===== config.mk =====
export PLATFORM = sky130hd
export DESIGN_NAME = isc_top
export DESIGN_NICKNAME = d
export VERILOG_FILES = /design/src/hw/isc_pkg.sv /design/src/hw/isc_ahb_slave.sv /design/src/hw/isc_sync.sv /design/src/hw/isc_top.sv
export VERILOG_INCLUDE_DIRS = /design/src /design/src/hw
export SDC_FILE = /design/constraint.sdc
export NUM_CORES = 1
export LEC_CHECK = 0
export ABC_AREA = 0
export BUFFER_PORTS_ARGS = -buffer_cell sky130_fd_sc_hd__buf_2
export CAP_MARGIN = 10
export CORE_ASPECT_RATIO = 0.8
export CORE_MARGIN = 2
export CORE_UTILIZATION = 58
export CTS_BUF_LIST = sky130_fd_sc_hd__clkbuf_4 sky130_fd_sc_hd__clkbuf_8
export DETAILED_ROUTE_END_ITERATION = 12
export PLACE_DENSITY = 0.93
export SYNTH_ARGS = -nofsm -noshare
export SYNTH_HDL_FRONTEND = slang
export SYNTH_SLANG_ARGS = --single-unit

===== constraint.sdc =====
create_clock -name hclk -period 2.4 [get_ports hclk]
set_clock_uncertainty 0.1 [all_clocks]
set_input_delay 0.48 -clock hclk [delete_from_list [all_inputs] [get_ports hclk]]
set_output_delay 0.48 -clock hclk [all_outputs]
set_load 0.01 [all_outputs]

===== src/hw/isc_defines.svh =====
// Register map, field positions, reset values and timing of the two-wire port
`ifndef ISC_DEFINES_SVH
`define ISC_DEFINES_SVH

`define ISC_OFS_CTRL 8'h00
`define ISC_OFS_MASK 8'h04
`define ISC_OFS_OWN 8'h08
`define ISC_OFS_RXD 8'h0C
`define ISC_OFS_STAT 8'h10
`define ISC_OFS_IMSK 8'h14
`define ISC_OFS_FLAG 8'h18

`define ISC_B_START 0
`define ISC_B_ACKSEQ 4
`define ISC_B_ACKVAL 5
`define ISC_B_STRETCH 6
`define ISC_B_GCALL 7
`define ISC_B_THRESH 8
`define ISC_B_REL 12

`define ISC_SEQ_RST 5'h00
`define ISC_MASK_RST 10'h000
`define ISC_OWN_RST 7'h2A
`define ISC_REL_RST 1'b1
`define ISC_LINE_IDLE 1'b1
`define ISC_GC_BYTE 8'h00

`define ISC_CLK_NS 8
`define ISC_QTR_NS 2500
`define ISC_QTR_CYC ((`ISC_QTR_NS + `ISC_CLK_NS - 1) / `ISC_CLK_NS)

`endif


===== src/hw/isc_pkg.sv =====
// Types shared by the two-wire port modules
`default_nettype none
package isc_pkg;

    typedef enum logic [2:0] {
        isc_m_idle = 3'b000,
        isc_m_start = 3'b001,
        isc_m_rstart = 3'b010,
        isc_m_stop = 3'b011,
        isc_m_recv = 3'b100,
        isc_m_ack = 3'b101
    } isc_mstate_type;

    typedef enum logic [2:0] {
        isc_s_idle = 3'b000,
        isc_s_bits = 3'b001,
        isc_s_ack = 3'b010,
        isc_s_hold = 3'b011,
        isc_s_skip = 3'b100
    } isc_sstate_type;

    typedef struct packed {
        logic wr;
        logic rd;
        logic [7:0] addr;
        logic [31:0] wdata;
    } isc_req_type;

    typedef struct packed {
        logic scl;
        logic sda;
    } isc_pins_type;

endpackage
`default_nettype wire


===== src/hw/isc_ahb_slave.sv =====
// AHB-Lite slave front end: write in data phase, reads with one wait state
`timescale 1ns/100ps
`default_nettype none
module isc_ahb_slave (
    // Clock and reset
    input wire logic hclk,
    input wire logic hresetn,
    // AHB-Lite
    input wire logic hsel,
    input wire logic [31:0] haddr,
    input wire logic [1:0] htrans,
    input wire logic hwrite,
    input wire logic [2:0] hsize,
    input wire logic [31:0] hwdata,
    input wire logic hready,
    output logic hreadyout,
    output logic [31:0] hrdata,
    output logic hresp,
    // Register side
    output isc_pkg::isc_req_type req,
    input wire logic [31:0] rdata
);
    logic ap;
    logic wr_pend;
    logic rd_pend;
    logic [7:0] dp_addr;

    // Only whole words are used, so the size is not decoded
    assign ap = hsel && htrans[1] && hready;

    always_ff @(posedge hclk or negedge hresetn) begin
        if (!hresetn) begin
            wr_pend <= 1'b0;
            rd_pend <= 1'b0;
            dp_addr <= 8'h00;
            hreadyout <= 1'b1;
            hrdata <= 32'h00000000;
            hresp <= 1'b0;
        end else begin
            wr_pend <= ap && hwrite;
            rd_pend <= ap && !hwrite;
            if (ap) begin
                dp_addr <= haddr[7:0];
            end
            // Wait state lets read data come from a flop
            hreadyout <= !(ap && !hwrite);
            if (rd_pend) begin
                hrdata <= rdata;
            end
            hresp <= 1'b0;
        end
    end

    assign req = '{wr: wr_pend, rd: rd_pend, addr: dp_addr, wdata: hwdata};
endmodule
`default_nettype wire


===== src/hw/isc_sync.sv =====
// Two-flop synchroniser for the serial line inputs
`timescale 1ns/100ps
`default_nettype none
`include "isc_defines.svh"
module isc_sync #(
    parameter int W = 2
) (
    // Clock and reset
    input wire logic clk,
    input wire logic rst_n,
    // Lines
    input wire logic [W-1:0] d,
    output logic [W-1:0] q
);
    logic [W-1:0] meta;

    for (genvar i = 0; i < W; i++) begin : g_bit
        always_ff @(posedge clk or negedge rst_n) begin
            if (!rst_n) begin
                meta[i] <= `ISC_LINE_IDLE;
                q[i] <= `ISC_LINE_IDLE;
            end else begin
                meta[i] <= d[i];
                q[i] <= meta[i];
            end
        end
    end
endmodule
`default_nettype wire


===== src/hw/isc_top.sv =====
// Two-wire port sequencer: registers, master sequences, slave matching
`timescale 1ns/100ps
`default_nettype none
`include "isc_defines.svh"
module isc_top (
    // System
    input wire logic hclk,
    input wire logic hresetn,
    // AHB-Lite slave
    input wire logic hsel,
    input wire logic [31:0] haddr,
    input wire logic [1:0] htrans,
    input wire logic hwrite,
    input wire logic [2:0] hsize,
    input wire logic [31:0] hwdata,
    input wire logic hready,
    output logic hreadyout,
    output logic [31:0] hrdata,
    output logic hresp,
    // Serial clock line, open drain
    input wire logic serial_clock_line_in,
    output logic serial_clock_line_out,
    output logic serial_clock_line_oe,
    // Serial data line, open drain
    input wire logic serial_data_line_in,
    output logic serial_data_line_out,
    output logic serial_data_line_oe,
    // Pad control and interrupt
    output logic bus_threshold_select,
    output logic irq
);
    localparam logic [8:0] qtr_last = 9'(`ISC_QTR_CYC - 1);

    isc_pkg::isc_req_type req;
    isc_pkg::isc_pins_type pins;
    isc_pkg::isc_mstate_type mstate;
    isc_pkg::isc_sstate_type sstate;
    logic [31:0] rdata;
    logic [4:0] seq_req;
    logic [4:0] seq_clr;
    logic ack_data_value, clock_stretch_enable, general_call_enable;
    logic clock_release;
    logic [9:0] amask;
    logic [6:0] own;
    logic [3:0] st, imsk, ev;
    logic [7:0] m_rx, m_data, s_sh, s_data;
    logic [1:0] q;
    logic [2:0] bits;
    logic [8:0] qcnt;
    logic owns, m_scl_oe, m_sda_oe, m_wait, adv, mdone;
    logic [3:0] sbits;
    logic s_first, s_rw, s_match, s_gc, byte_end, hold_go;
    logic scl_q, sda_q, scl_rise, scl_fall, start_det, stop_det;
    logic cwr, mwr, owr, swr, iwr;

    isc_ahb_slave u_ahb (
        .hclk(hclk),
        .hresetn(hresetn),
        .hsel(hsel),
        .haddr(haddr),
        .htrans(htrans),
        .hwrite(hwrite),
        .hsize(hsize),
        .hwdata(hwdata),
        .hready(hready),
        .hreadyout(hreadyout),
        .hrdata(hrdata),
        .hresp(hresp),
        .req(req),
        .rdata(rdata)
    );

    isc_sync #(.W(2)) u_sync (
        .clk(hclk),
        .rst_n(hresetn),
        .d({serial_clock_line_in, serial_data_line_in}),
        .q(pins)
    );

    assign cwr = req.wr && req.addr == `ISC_OFS_CTRL;
    assign mwr = req.wr && req.addr == `ISC_OFS_MASK;
    assign owr = req.wr && req.addr == `ISC_OFS_OWN;
    assign swr = req.wr && req.addr == `ISC_OFS_STAT;
    assign iwr = req.wr && req.addr == `ISC_OFS_IMSK;

    // A software write wins over a hardware clear in the same cycle
    always_ff @(posedge hclk or negedge hresetn) begin
        if (!hresetn) begin
            seq_req <= `ISC_SEQ_RST;
            ack_data_value <= 1'b0;
            clock_stretch_enable <= 1'b0;
            general_call_enable <= 1'b0;
            bus_threshold_select <= 1'b0;
            clock_release <= `ISC_REL_RST;
        end else if (cwr) begin
            seq_req <= req.wdata[`ISC_B_ACKSEQ:`ISC_B_START];
            ack_data_value <= req.wdata[`ISC_B_ACKVAL];
            clock_stretch_enable <= req.wdata[`ISC_B_STRETCH];
            general_call_enable <= req.wdata[`ISC_B_GCALL];
            bus_threshold_select <= req.wdata[`ISC_B_THRESH];
            clock_release <= req.wdata[`ISC_B_REL];
        end else begin
            if (mdone) begin
                seq_req <= seq_req & ~seq_clr;
            end
            if (hold_go) begin
                clock_release <= 1'b0;
            end
        end
    end

    always_ff @(posedge hclk or negedge hresetn) begin
        if (!hresetn) begin
            amask <= `ISC_MASK_RST;
            own <= `ISC_OWN_RST;
            imsk <= 4'h0;
        end else begin
            if (mwr) begin
                amask <= req.wdata[9:0];
            end
            if (owr) begin
                own <= req.wdata[6:0];
            end
            if (iwr) begin
                imsk <= req.wdata[3:0];
            end
        end
    end

    always_comb begin
        case (mstate)
            isc_pkg::isc_m_start: seq_clr = 5'h01;
            isc_pkg::isc_m_rstart: seq_clr = 5'h02;
            isc_pkg::isc_m_stop: seq_clr = 5'h04;
            isc_pkg::isc_m_recv: seq_clr = 5'h08;
            isc_pkg::isc_m_ack: seq_clr = 5'h10;
            default: seq_clr = 5'h00;
        endcase
    end

    // Quarter-bit divider; it stalls while another device holds the clock low
    assign m_wait = !m_scl_oe && !pins.scl;
    assign adv = mstate != isc_pkg::isc_m_idle && !m_wait && qcnt == 9'h000;
    assign mdone = adv && q == 2'd3 &&
        (mstate != isc_pkg::isc_m_recv || bits == 3'd7);

    always_ff @(posedge hclk or negedge hresetn) begin
        if (!hresetn) begin
            qcnt <= qtr_last;
        end else if (mstate == isc_pkg::isc_m_idle || adv) begin
            qcnt <= qtr_last;
        end else if (!m_wait) begin
            qcnt <= qcnt - 9'h001;
        end
    end

    // Fixed priority pick; only one request is expected at a time
    always_ff @(posedge hclk or negedge hresetn) begin
        if (!hresetn) begin
            mstate <= isc_pkg::isc_m_idle;
            q <= 2'd0;
            bits <= 3'd0;
            owns <= 1'b0;
        end else if (mstate == isc_pkg::isc_m_idle) begin
            q <= 2'd0;
            bits <= 3'd0;
            if (seq_req[0]) begin
                mstate <= isc_pkg::isc_m_start;
            end else if (seq_req[1]) begin
                mstate <= isc_pkg::isc_m_rstart;
            end else if (seq_req[2]) begin
                mstate <= isc_pkg::isc_m_stop;
            end else if (seq_req[3]) begin
                mstate <= isc_pkg::isc_m_recv;
            end else if (seq_req[4]) begin
                mstate <= isc_pkg::isc_m_ack;
            end
        end else if (adv) begin
            q <= q + 2'd1;
            if (q == 2'd3) begin
                bits <= bits + 3'd1;
            end
            if (mdone) begin
                mstate <= isc_pkg::isc_m_idle;
                owns <= mstate != isc_pkg::isc_m_stop;
            end
        end
    end

    // Line drive per quarter; the clock is held low between sequences while owns is set, which a Stop clears
    always_comb begin
        m_scl_oe = owns;
        m_sda_oe = 1'b0;
        case (mstate)
            isc_pkg::isc_m_start: begin
                m_scl_oe = q == 2'd3;
                m_sda_oe = q != 2'd0;
            end
            isc_pkg::isc_m_rstart: begin
                m_scl_oe = q == 2'd0 || q == 2'd3;
                m_sda_oe = q[1];
            end
            isc_pkg::isc_m_stop: begin
                m_scl_oe = q == 2'd0;
                m_sda_oe = !q[1];
            end
            isc_pkg::isc_m_recv: begin
                m_scl_oe = q == 2'd0 || q == 2'd3;
            end
            isc_pkg::isc_m_ack: begin
                m_scl_oe = q == 2'd0 || q == 2'd3;
                m_sda_oe = !ack_data_value;
            end
            default: begin
                m_sda_oe = 1'b0;
            end
        endcase
    end

    always_ff @(posedge hclk or negedge hresetn) begin
        if (!hresetn) begin
            m_rx <= 8'h00;
            m_data <= 8'h00;
        end else begin
            if (adv && mstate == isc_pkg::isc_m_recv && q == 2'd1) begin
                m_rx <= {m_rx[6:0], pins.sda};
            end
            if (mdone && mstate == isc_pkg::isc_m_recv) begin
                m_data <= m_rx;
            end
        end
    end

    // Slave side works on the synchronised lines only
    always_ff @(posedge hclk or negedge hresetn) begin
        if (!hresetn) begin
            scl_q <= `ISC_LINE_IDLE;
            sda_q <= `ISC_LINE_IDLE;
        end else begin
            scl_q <= pins.scl;
            sda_q <= pins.sda;
        end
    end

    assign scl_rise = pins.scl && !scl_q;
    assign scl_fall = !pins.scl && scl_q;
    assign start_det = pins.scl && scl_q && sda_q && !pins.sda;
    assign stop_det = pins.scl && scl_q && !sda_q && pins.sda;
    assign s_match = ((s_sh[7:1] ^ own) & ~amask[6:0]) == 7'h00;
    assign s_gc = general_call_enable && s_sh == `ISC_GC_BYTE;
    assign byte_end = sstate == isc_pkg::isc_s_bits && scl_fall &&
        sbits == 4'd8;
    assign hold_go = sstate == isc_pkg::isc_s_ack && scl_fall && !s_rw &&
        clock_stretch_enable;

    always_ff @(posedge hclk or negedge hresetn) begin
        if (!hresetn) begin
            sstate <= isc_pkg::isc_s_idle;
            sbits <= 4'd0;
            s_first <= 1'b0;
            s_rw <= 1'b0;
            s_sh <= 8'h00;
        end else if (start_det) begin
            sstate <= isc_pkg::isc_s_bits;
            sbits <= 4'd0;
            s_first <= 1'b1;
            s_rw <= 1'b0;
        end else if (stop_det) begin
            sstate <= isc_pkg::isc_s_idle;
        end else begin
            case (sstate)
                isc_pkg::isc_s_bits: begin
                    if (scl_rise) begin
                        s_sh <= {s_sh[6:0], pins.sda};
                        sbits <= sbits + 4'd1;
                    end
                    if (byte_end) begin
                        if (s_first && !(s_match || s_gc)) begin
                            sstate <= isc_pkg::isc_s_skip;
                        end else begin
                            sstate <= isc_pkg::isc_s_ack;
                            s_rw <= s_first && s_sh[0];
                        end
                    end
                end
                isc_pkg::isc_s_ack: begin
                    if (scl_fall) begin
                        sbits <= 4'd0;
                        s_first <= 1'b0;
                        if (s_rw) begin
                            sstate <= isc_pkg::isc_s_skip;
                        end else if (clock_stretch_enable) begin
                            sstate <= isc_pkg::isc_s_hold;
                        end else begin
                            sstate <= isc_pkg::isc_s_bits;
                        end
                    end
                end
                isc_pkg::isc_s_hold: begin
                    if (clock_release || !clock_stretch_enable) begin
                        sstate <= isc_pkg::isc_s_bits;
                    end
                end
                isc_pkg::isc_s_skip: begin
                    sstate <= isc_pkg::isc_s_skip;
                end
                default: begin
                    sstate <= isc_pkg::isc_s_idle;
                end
            endcase
        end
    end

    always_ff @(posedge hclk or negedge hresetn) begin
        if (!hresetn) begin
            s_data <= 8'h00;
        end else if (byte_end && !s_first) begin
            s_data <= s_sh;
        end
    end

    assign ev[0] = mdone;
    assign ev[1] = byte_end && s_first && s_match;
    assign ev[2] = byte_end && s_first && s_gc;
    assign ev[3] = byte_end && !s_first;

    // Sticky events; a new event beats a write-one clear
    for (genvar i = 0; i < 4; i++) begin : g_st
        always_ff @(posedge hclk or negedge hresetn) begin
            if (!hresetn) begin
                st[i] <= 1'b0;
            end else begin
                st[i] <= ev[i] | (st[i] & ~(swr & req.wdata[i]));
            end
        end
    end

    always_ff @(posedge hclk or negedge hresetn) begin
        if (!hresetn) begin
            irq <= 1'b0;
            serial_clock_line_oe <= 1'b0;
            serial_data_line_oe <= 1'b0;
            serial_clock_line_out <= 1'b0;
            serial_data_line_out <= 1'b0;
        end else begin
            irq <= |(st & imsk);
            serial_clock_line_oe <= m_scl_oe || sstate == isc_pkg::isc_s_hold;
            serial_data_line_oe <= m_sda_oe || sstate == isc_pkg::isc_s_ack;
            serial_clock_line_out <= 1'b0;
            serial_data_line_out <= 1'b0;
        end
    end

    always_comb begin
        case (req.addr)
            `ISC_OFS_CTRL: rdata = {19'h00000, clock_release, 3'h0,
                bus_threshold_select, general_call_enable,
                clock_stretch_enable, ack_data_value, seq_req};
            `ISC_OFS_MASK: rdata = {22'h000000, amask};
            `ISC_OFS_OWN: rdata = {25'h0000000, own};
            `ISC_OFS_RXD: rdata = {16'h0000, s_data, m_data};
            `ISC_OFS_STAT: rdata = {28'h0000000, st};
            `ISC_OFS_IMSK: rdata = {28'h0000000, imsk};
            `ISC_OFS_FLAG: rdata = {25'h0000000, sstate, mstate, owns};
            default: rdata = 32'h00000000;
        endcase
    end
endmodule
`default_nettype wire

## Yosys cells after proc, flatten, opt, wreduce, memory -nomap -nowiden

Cells that the tools add are included.

- Add/sub/neg operators: 4
- Eq/ne operators: 30
- Muxes and demuxes: 46
- Bitwise operators: 25
- Reduce and logical (&&, ||, !) cells: 85

Operators by type and width:

| operator | count |
|---|---|
| 16-bit case mux with 7 select lines | 1 |
| 3-bit 2-to-1 mux | 18 |
| 1-bit logical AND | 36 |
| 5-bit case mux with 5 select lines | 1 |
| 8-bit by 5-bit == test with 1-bit output (second input constant) | 3 |
| 2-bit nonzero test | 10 |
| 9-bit 2-to-1 mux | 2 |
| 8-bit by 4-bit == test with 1-bit output (second input constant) | 2 |
| 8-bit logical NOT | 2 |
| 4-bit 2-to-1 mux | 4 |
| 1-bit logical NOT | 14 |
| 3-bit by 2-bit == test with 1-bit output (second input constant) | 4 |
| 3-bit == test (second input constant) | 4 |
| 4-bit != test (second input constant) | 3 |
| 3-bit case mux with 4 select lines | 1 |
| 3-bit AND reduction | 4 |
| 4-bit AND reduction | 3 |
| 1-bit 2-to-1 mux | 11 |
| 5-bit 2-to-1 mux | 2 |
| 9-bit logical NOT | 1 |
| 3-bit != test (second input constant) | 3 |
| 9-bit by 1-bit subtractor with 9-bit output (second input constant) | 1 |
| 1-bit bitwise AND | 8 |
| 8-bit by 3-bit == test with 1-bit output (second input constant) | 1 |
| other kinds (31) | 51 |

- Bits in registers: 146
- Input bits: 76
- Output and inout bits: 40

## Logic depth before layout (Yosys ltp)

- Depth after elaboration: 13
- Mapped depth: 8

## Modules after synthesis

From an unflattened synthesis, not the netlist that was laid out.

- Cell total of the unflattened synthesis: 607
- Area total of the unflattened synthesis: 7318.3 sq um

By module, submodules not included:

| module | instances | cells an instance | area each (sq um) | sequential area each (sq um) |
|---|---|---|---|---|
| isc_top | 1 | 474 | 5170.0 | 2489.9 |
| isc_ahb_slave | 1 | 129 | 2043.2 | 1077.3 |
| isc_sync | 1 | 4 | 105.1 | 105.1 |

## Least setup slack after synthesis

OpenSTA, ideal clock, no wires.

- Path type: reg-to-reg
- Start: register q[0]
- End: register m_rx[0]
- Library setup time: 0.125 ns
- Arrival: 2.025 ns
- Required time: 2.175 ns
- Slack: 0.150 ns
- Cell stages (with the launch flop): 8
- Period minus slack after synthesis: 2.250 ns
- Cells stage by stage: dfrtp_1 > inv_1 > ha_1 > and3b_1 > a211oi_2 > a21oi_2 > nor3_4 > mux2_2

- Longest elaborated chain between the ends: 10
- Elaborated cells on any way between the ends: 12
- Those cells by class: 2 x eq/ne; 1 x mux; 9 x reduce/logical

Ends and longest elaborated chain:

| element | RTL line | RTL |
|---|---|---|
| start, declared | isc_top.sv:47 | `logic [1:0] q;` |
| start signal, assigned | isc_top.sv:179 | `q <= q + 2'd1;` |
| 2-bit == test or 2-bit logical NOT (tied branches) | n/a |  |
| 1-bit logical OR | isc_top.sv:200, isc_top.sv:208, isc_top.sv:211 |  |
| 1-bit case mux with 3 select lines | isc_top.sv:194 | `case (mstate)` |
| 1-bit logical NOT | isc_top.sv:142 | `assign m_wait = !m_scl_oe && !pins.scl;` |
| 1-bit logical AND | isc_top.sv:142 |  |
| 1-bit logical NOT | n/a |  |
| 1-bit logical AND (2 in series) | isc_top.sv:143 | `assign adv = mstate != isc_pkg::isc_m_idle && !m_wait && qcnt == 9'h000;` |
| 1-bit logical AND | isc_top.sv:225 | `if (adv && mstate == isc_pkg::isc_m_recv && q == 2'd1) begin` |
| 1-bit logical AND (*) | isc_top.sv:225 |  |
| end signal, assigned | isc_top.sv:226 | `m_rx <= {m_rx[6:0], pins.sda};` |
| end, declared | isc_top.sv:46 | `logic [7:0] m_rx, m_data, s_sh, s_data;` |

Mark *: on every way between the ends. The rest lies on a longest branch, timed or not.
A chain may end at the register's enable or synchronous reset.

## Final worst setup path

- Start: register q[1]
- End: register mstate[2]

- Longest elaborated chain between the ends: 12
- Elaborated cells on any way between the ends: 14
- Those cells by class: 1 x eq/ne; 1 x mux; 12 x reduce/logical

Ends and longest elaborated chain:

| element | RTL line | RTL |
|---|---|---|
| 2-bit == test or 2-bit logical NOT (tied branches) | n/a |  |
| 1-bit logical OR | isc_top.sv:200, isc_top.sv:208, isc_top.sv:211 |  |
| 1-bit case mux with 3 select lines | isc_top.sv:194 |  |
| 1-bit logical NOT | isc_top.sv:142 |  |
| 1-bit logical AND | isc_top.sv:142 |  |
| 1-bit logical NOT | n/a |  |
| 1-bit logical AND (2 in series) | isc_top.sv:143 |  |
| 1-bit logical AND (2 in series) | isc_top.sv:144 | `assign mdone = adv && q == 2'd3 &&` |
| 2-bit nonzero test (no source line) | n/a |  |
| 3-bit AND reduction (no source line) (*) | n/a |  |
| end signal, assigned | isc_top.sv:160 | `mstate <= isc_pkg::isc_m_idle;` |
| end signal, assigned | isc_top.sv:168 | `mstate <= isc_pkg::isc_m_start;` |
| end signal, assigned | isc_top.sv:170 | `mstate <= isc_pkg::isc_m_rstart;` |
| end, declared | isc_top.sv:36 | `isc_pkg::isc_mstate_type mstate;` |

Marked as above.

==> flow_metrics.py <==
metrics = {
    "worst_setup_path": {
        "endpoint_of_the_worst_slack_reg_to_reg_timing_path": "mstate[2]$_DFFE_PN0P_",
        "worst-endpoint-required_ps": 2650,
        "worst_setup_path_start_kind": "flop",
        "critPathMaxFanout": 13,
        "worst-setup-path-type": "reg2reg",
        "worst_ep_arrival_time_ps": 2620,
        "timing.critical_path.to_type": "flop",
        "worst-r2r-cell-count": 8,
        "worstReg2RegStart": "q[1]$_DFFE_PN0P_",
        "timing.reg2reg.setup_slack_ps": 30,
    },
    "grt": {
        "via_count_of_the_first_global_routing_pass": 5171,
        "grt_antenna_before_repair": 0,
        "track_usage_pct": 28.1,
        "grt_start_max_net_pins": 41,
        "overflow": 0,
        "grt_pass1_wl_um": 25900,
    },
    "yosys": {
        "synth.yosys.warnings": 0,
        "synth_top_cells_by_area": "dfrtp_1 45%, mux2_2 12%, dfstp_2 6.1%",
        "yosysSeqAreaShare_pct": 51.0,
        "avgSynthCellArea_um2": 11.1,
        "post_synth_instance_area_um2": 6420,
        "synth_async_sr_flop_share_pct": 100,
        "ys_ff_latch": 130,
        "synthDominantAreaCellType": "dfrtp_1",
        "synthDistinctLibCells": 65,
        "postSynthCellCount": 576,
        "synth_edf_count": 0,
        "synth_top_flop_cell": "dfrtp_1",
        "yosys.area.top_type_share_pct": 44.8,
    },
    "final_layout": {
        "diode_count": 0,
        "mostFrequentLayoutCell": "dfrtp_1",
        "nFillCells": 724,
        "final_cell_mix": "115 x dfrtp_1, 66 x mux2_2, 46 x buf_2, 42 x nor2_1, 34 x nand2_1",
        "area_growth_syn_to_layout_pct": 14.4,
        "layout-drive-gt1-share_pct": 32.1,
        "final_net_count": 729,
    },
    "sta": {
        "min_period_over_period_pct": 98.9,
        "finalHoldViolCount": 0,
        "finalSetupViolations": 0,
        "slew-limit-headroom_pct": 58.1,
        "maxClockFrequency_mhz": 421,
        "worst_slack_ps": 26.1,
        "period_needed_ps": 2370,
        "worstMarginPinSlew_ps": 625,
        "setup-tns-final_ps": 0,
        "slew_violations": 0,
    },
    "power": {
        "power.leakage_nw": 3.44,
        "power.switching_mw": 2.00,
        "netSwitchingFraction_pct": 33.4,
        "combinationalPowerShare_pct": 21.2,
        "vdd.ir_drop.worst_uv": 524,
        "clock_share_of_power_pct": 31.4,
        "sequentialPowerShare_pct": 47.5,
        "internal-power_mw": 3.98,
        "power.density_cell_area_nw_per_um2": 813,
    },
    "drt": {
        "drcViolationCount": 0,
        "drt_wl_total_um": 16000,
        "drt_iter0_drc": 516,
        "dr.pass1.iters": 7,
        "drt.antenna.violating_nets": 0,
        "avgViaCountPerCell": 6.34,
        "wl_per_cell_um": 19.9,
        "vias": 5087,
    },
    "cts": {
        "clk_pin_slew_worst_paths_ps": 80,
        "numCtsBuffers": 17,
        "tritoncts": "done",
        "cts_num_sinks": 130,
        "clockBufferDepth": 2,
        "root_buffer": "clkbuf_8",
        "htree_num_levels": 4,
        "clk_latency_worst_skew_pair_ps": 470,
    },
    "worst_hold_path": {
        "worst_hold_path.endpoint": "u_sync.meta[1]$_DFF_PN1_",
        "worstHoldStart": "serial_clock_line_in",
        "timing.hold.worst.class": "in2reg",
        "min_delay_path_depth": 1,
    },
    "place": {
        "gp_congestion": 0.943,
        "port_buffers": 47,
        "place_hpwl_um": 11100,
        "preCtsSetupSlack_ps": -3.17,
    },
    "floorplanning": {
        "fp-row-count": 34,
        "core-area_um2": 10800,
        "chipHeight_um": 98.1,
        "fp.dieW_um": 122,
        "start_util_pct": 59.2,
        "io_pins": 116,
        "dieArea_um2": 11900,
    },
    "flow_run": {
        "cap_violations": 0,
    },
    "outcome": {
        "outcome": "finished, final reports clean",
    },
}
## worst max-delay path by stage
stage,start,end,slack [ps]
after floorplan,q[0]$_DFFE_PN0P_,m_rx[0]$_DFFE_PN0P_,150
after global placement,q[0]$_DFFE_PN0P_,m_rx[7]$_DFFE_PN0P_,80
after detailed placement,q[1]$_DFFE_PN0P_,m_rx[2]$_DFFE_PN0P_,-3
after CTS,q[1]$_DFFE_PN0P_,m_rx[6]$_DFFE_PN0P_,30
after global routing,q[1]$_DFFE_PN0P_,seq_req[3]$_DFFE_PN0P_,-10
final,q[1]$_DFFE_PN0P_,mstate[2]$_DFFE_PN0P_,30
## flip-flops by register name, indices dropped and copies added (netlist names), 2 cells and up
| name | count |
|---|---|
| sbits | 4 |
| m_data | 8 |
| seq_req | 5 |
| bits | 3 |
| sstate | 3 |
| u_sync.q | 2 |
| m_rx | 8 |
| mstate | 3 |
| qcnt | 9 |
| amask | 10 |
| u_ahb.hrdata | 16 |
| u_ahb.dp_addr | 8 |
| st | 4 |
| q | 2 |
| own | 7 |
| imsk | 4 |
| s_data | 8 |
| s_sh | 8 |
| u_sync.meta | 2 |
## final cells by class
type / instances / area, um2 / share of cell area (%)
Tap cell: 144 / 180 / 2.45
Sequential cell: 130 / 3270 / 44.6
Inverter: 22 / 82.6 / 1.12
Clock inverter: 15 / 156 / 2.13
Multi-Input combinational cell: 400 / 2940 / 40.0
Clock buffer: 17 / 234 / 3.19
Timing Repair Buffer: 74 / 480 / 6.55
## per-stage QoR
stage               total power, mW  hold slack [ps]  area (um2)  utilization, %  instances
floorplan                      3.66             84.4        6490               -        594
CTS                            5.92             7.15        7280            67.1        799
finish                         5.97             19.1        7340            67.7        802
global route                   6.22             3.29        7340            67.7        802
global placement               3.96              247        6880            63.4        766
detailed placement             4.06              247        6880            63.4        766
## critical path: stages (launching register included)
cell	delay, ps
dfrtp_1	410
inv_1	120
ha_4	220
and3b_2	220
a211oi_4	290
a21o_1	260
buf_4	250
a21oi_1	90
or2_2	310
## power groups by stage
stage | clock, mW | combinational [mW] | sequential, mW
2_1_floorplan | 0 | 0.943 | 2.72
3_3_place_gp | 0 | 1.14 | 2.83
3_5_place_dp | 0 | 1.21 | 2.85
4_1_cts | 1.88 | 1.23 | 2.82
5_1_grt | 1.97 | 1.38 | 2.87
6_report | 1.87 | 1.26 | 2.83
## metal layers
metal  share of wire [%]  track usage [%]  vias to the layer above
met5                   0                0                        -
met4                 3.2             12.3                        0
met3                 9.3             8.59                       57
met2                  48             42.8                      342
met1                  40             37.5                     2507
li1                    -                -                     2181
## what timing repair did
| action | in CTS | in global routing |
|---|---|---|
| resized for setup | 0 | 7 |
| hold endpoints to repair | 25 | 0 |
| endpoints found under the setup margin | 4 | 18 |
| hold buffers | 1 | 0 |
| setup buffers | 0 | 3 |
| pin swaps | 1 | 3 |
## cells by family (layout without fill, tap and decap cells)
kind of cell	Yosys count	count (layout)	synth area share [%]
AND/OR/NAND/NOR	162	162	13.8
XOR/XNOR	11	11	1.50
flip-flops	130	130	51.0
adder cells (fa/ha/maj)	8	8	1.56
other	1	19	0.0584
multiplexers	86	86	15.3
AO/OA/AOI/OAI	114	114	11.8
buffers and inverters	64	128	5.01
## Yosys cell counts, types with 3 or more instances
cell type / number
or2_2: 4
and3_1: 5
nand3b_1: 4
buf_2: 5
o211ai_1: 3
buf_1: 3
mux2i_1: 17
a31oi_1: 8
xor2_1: 5
nor3_1: 8
nor2_1: 42
nand2b_1: 10
clkbuf_1: 14
or4_1: 3
o21ai_0: 24
o22a_1: 3
a21o_1: 3
a22o_1: 12
a21oi_1: 29
o2bb2ai_1: 7
nand3_1: 16
nor4_2: 3
buf_4: 20
ha_1: 8
nor2b_1: 8
inv_1: 22
mux2_2: 66
dfstp_2: 15
xnor2_1: 6
nand2_1: 34
dfrtp_1: 115
a22oi_1: 5
mux4_2: 3
o22ai_1: 4
(Power assumes the default switching activity.)
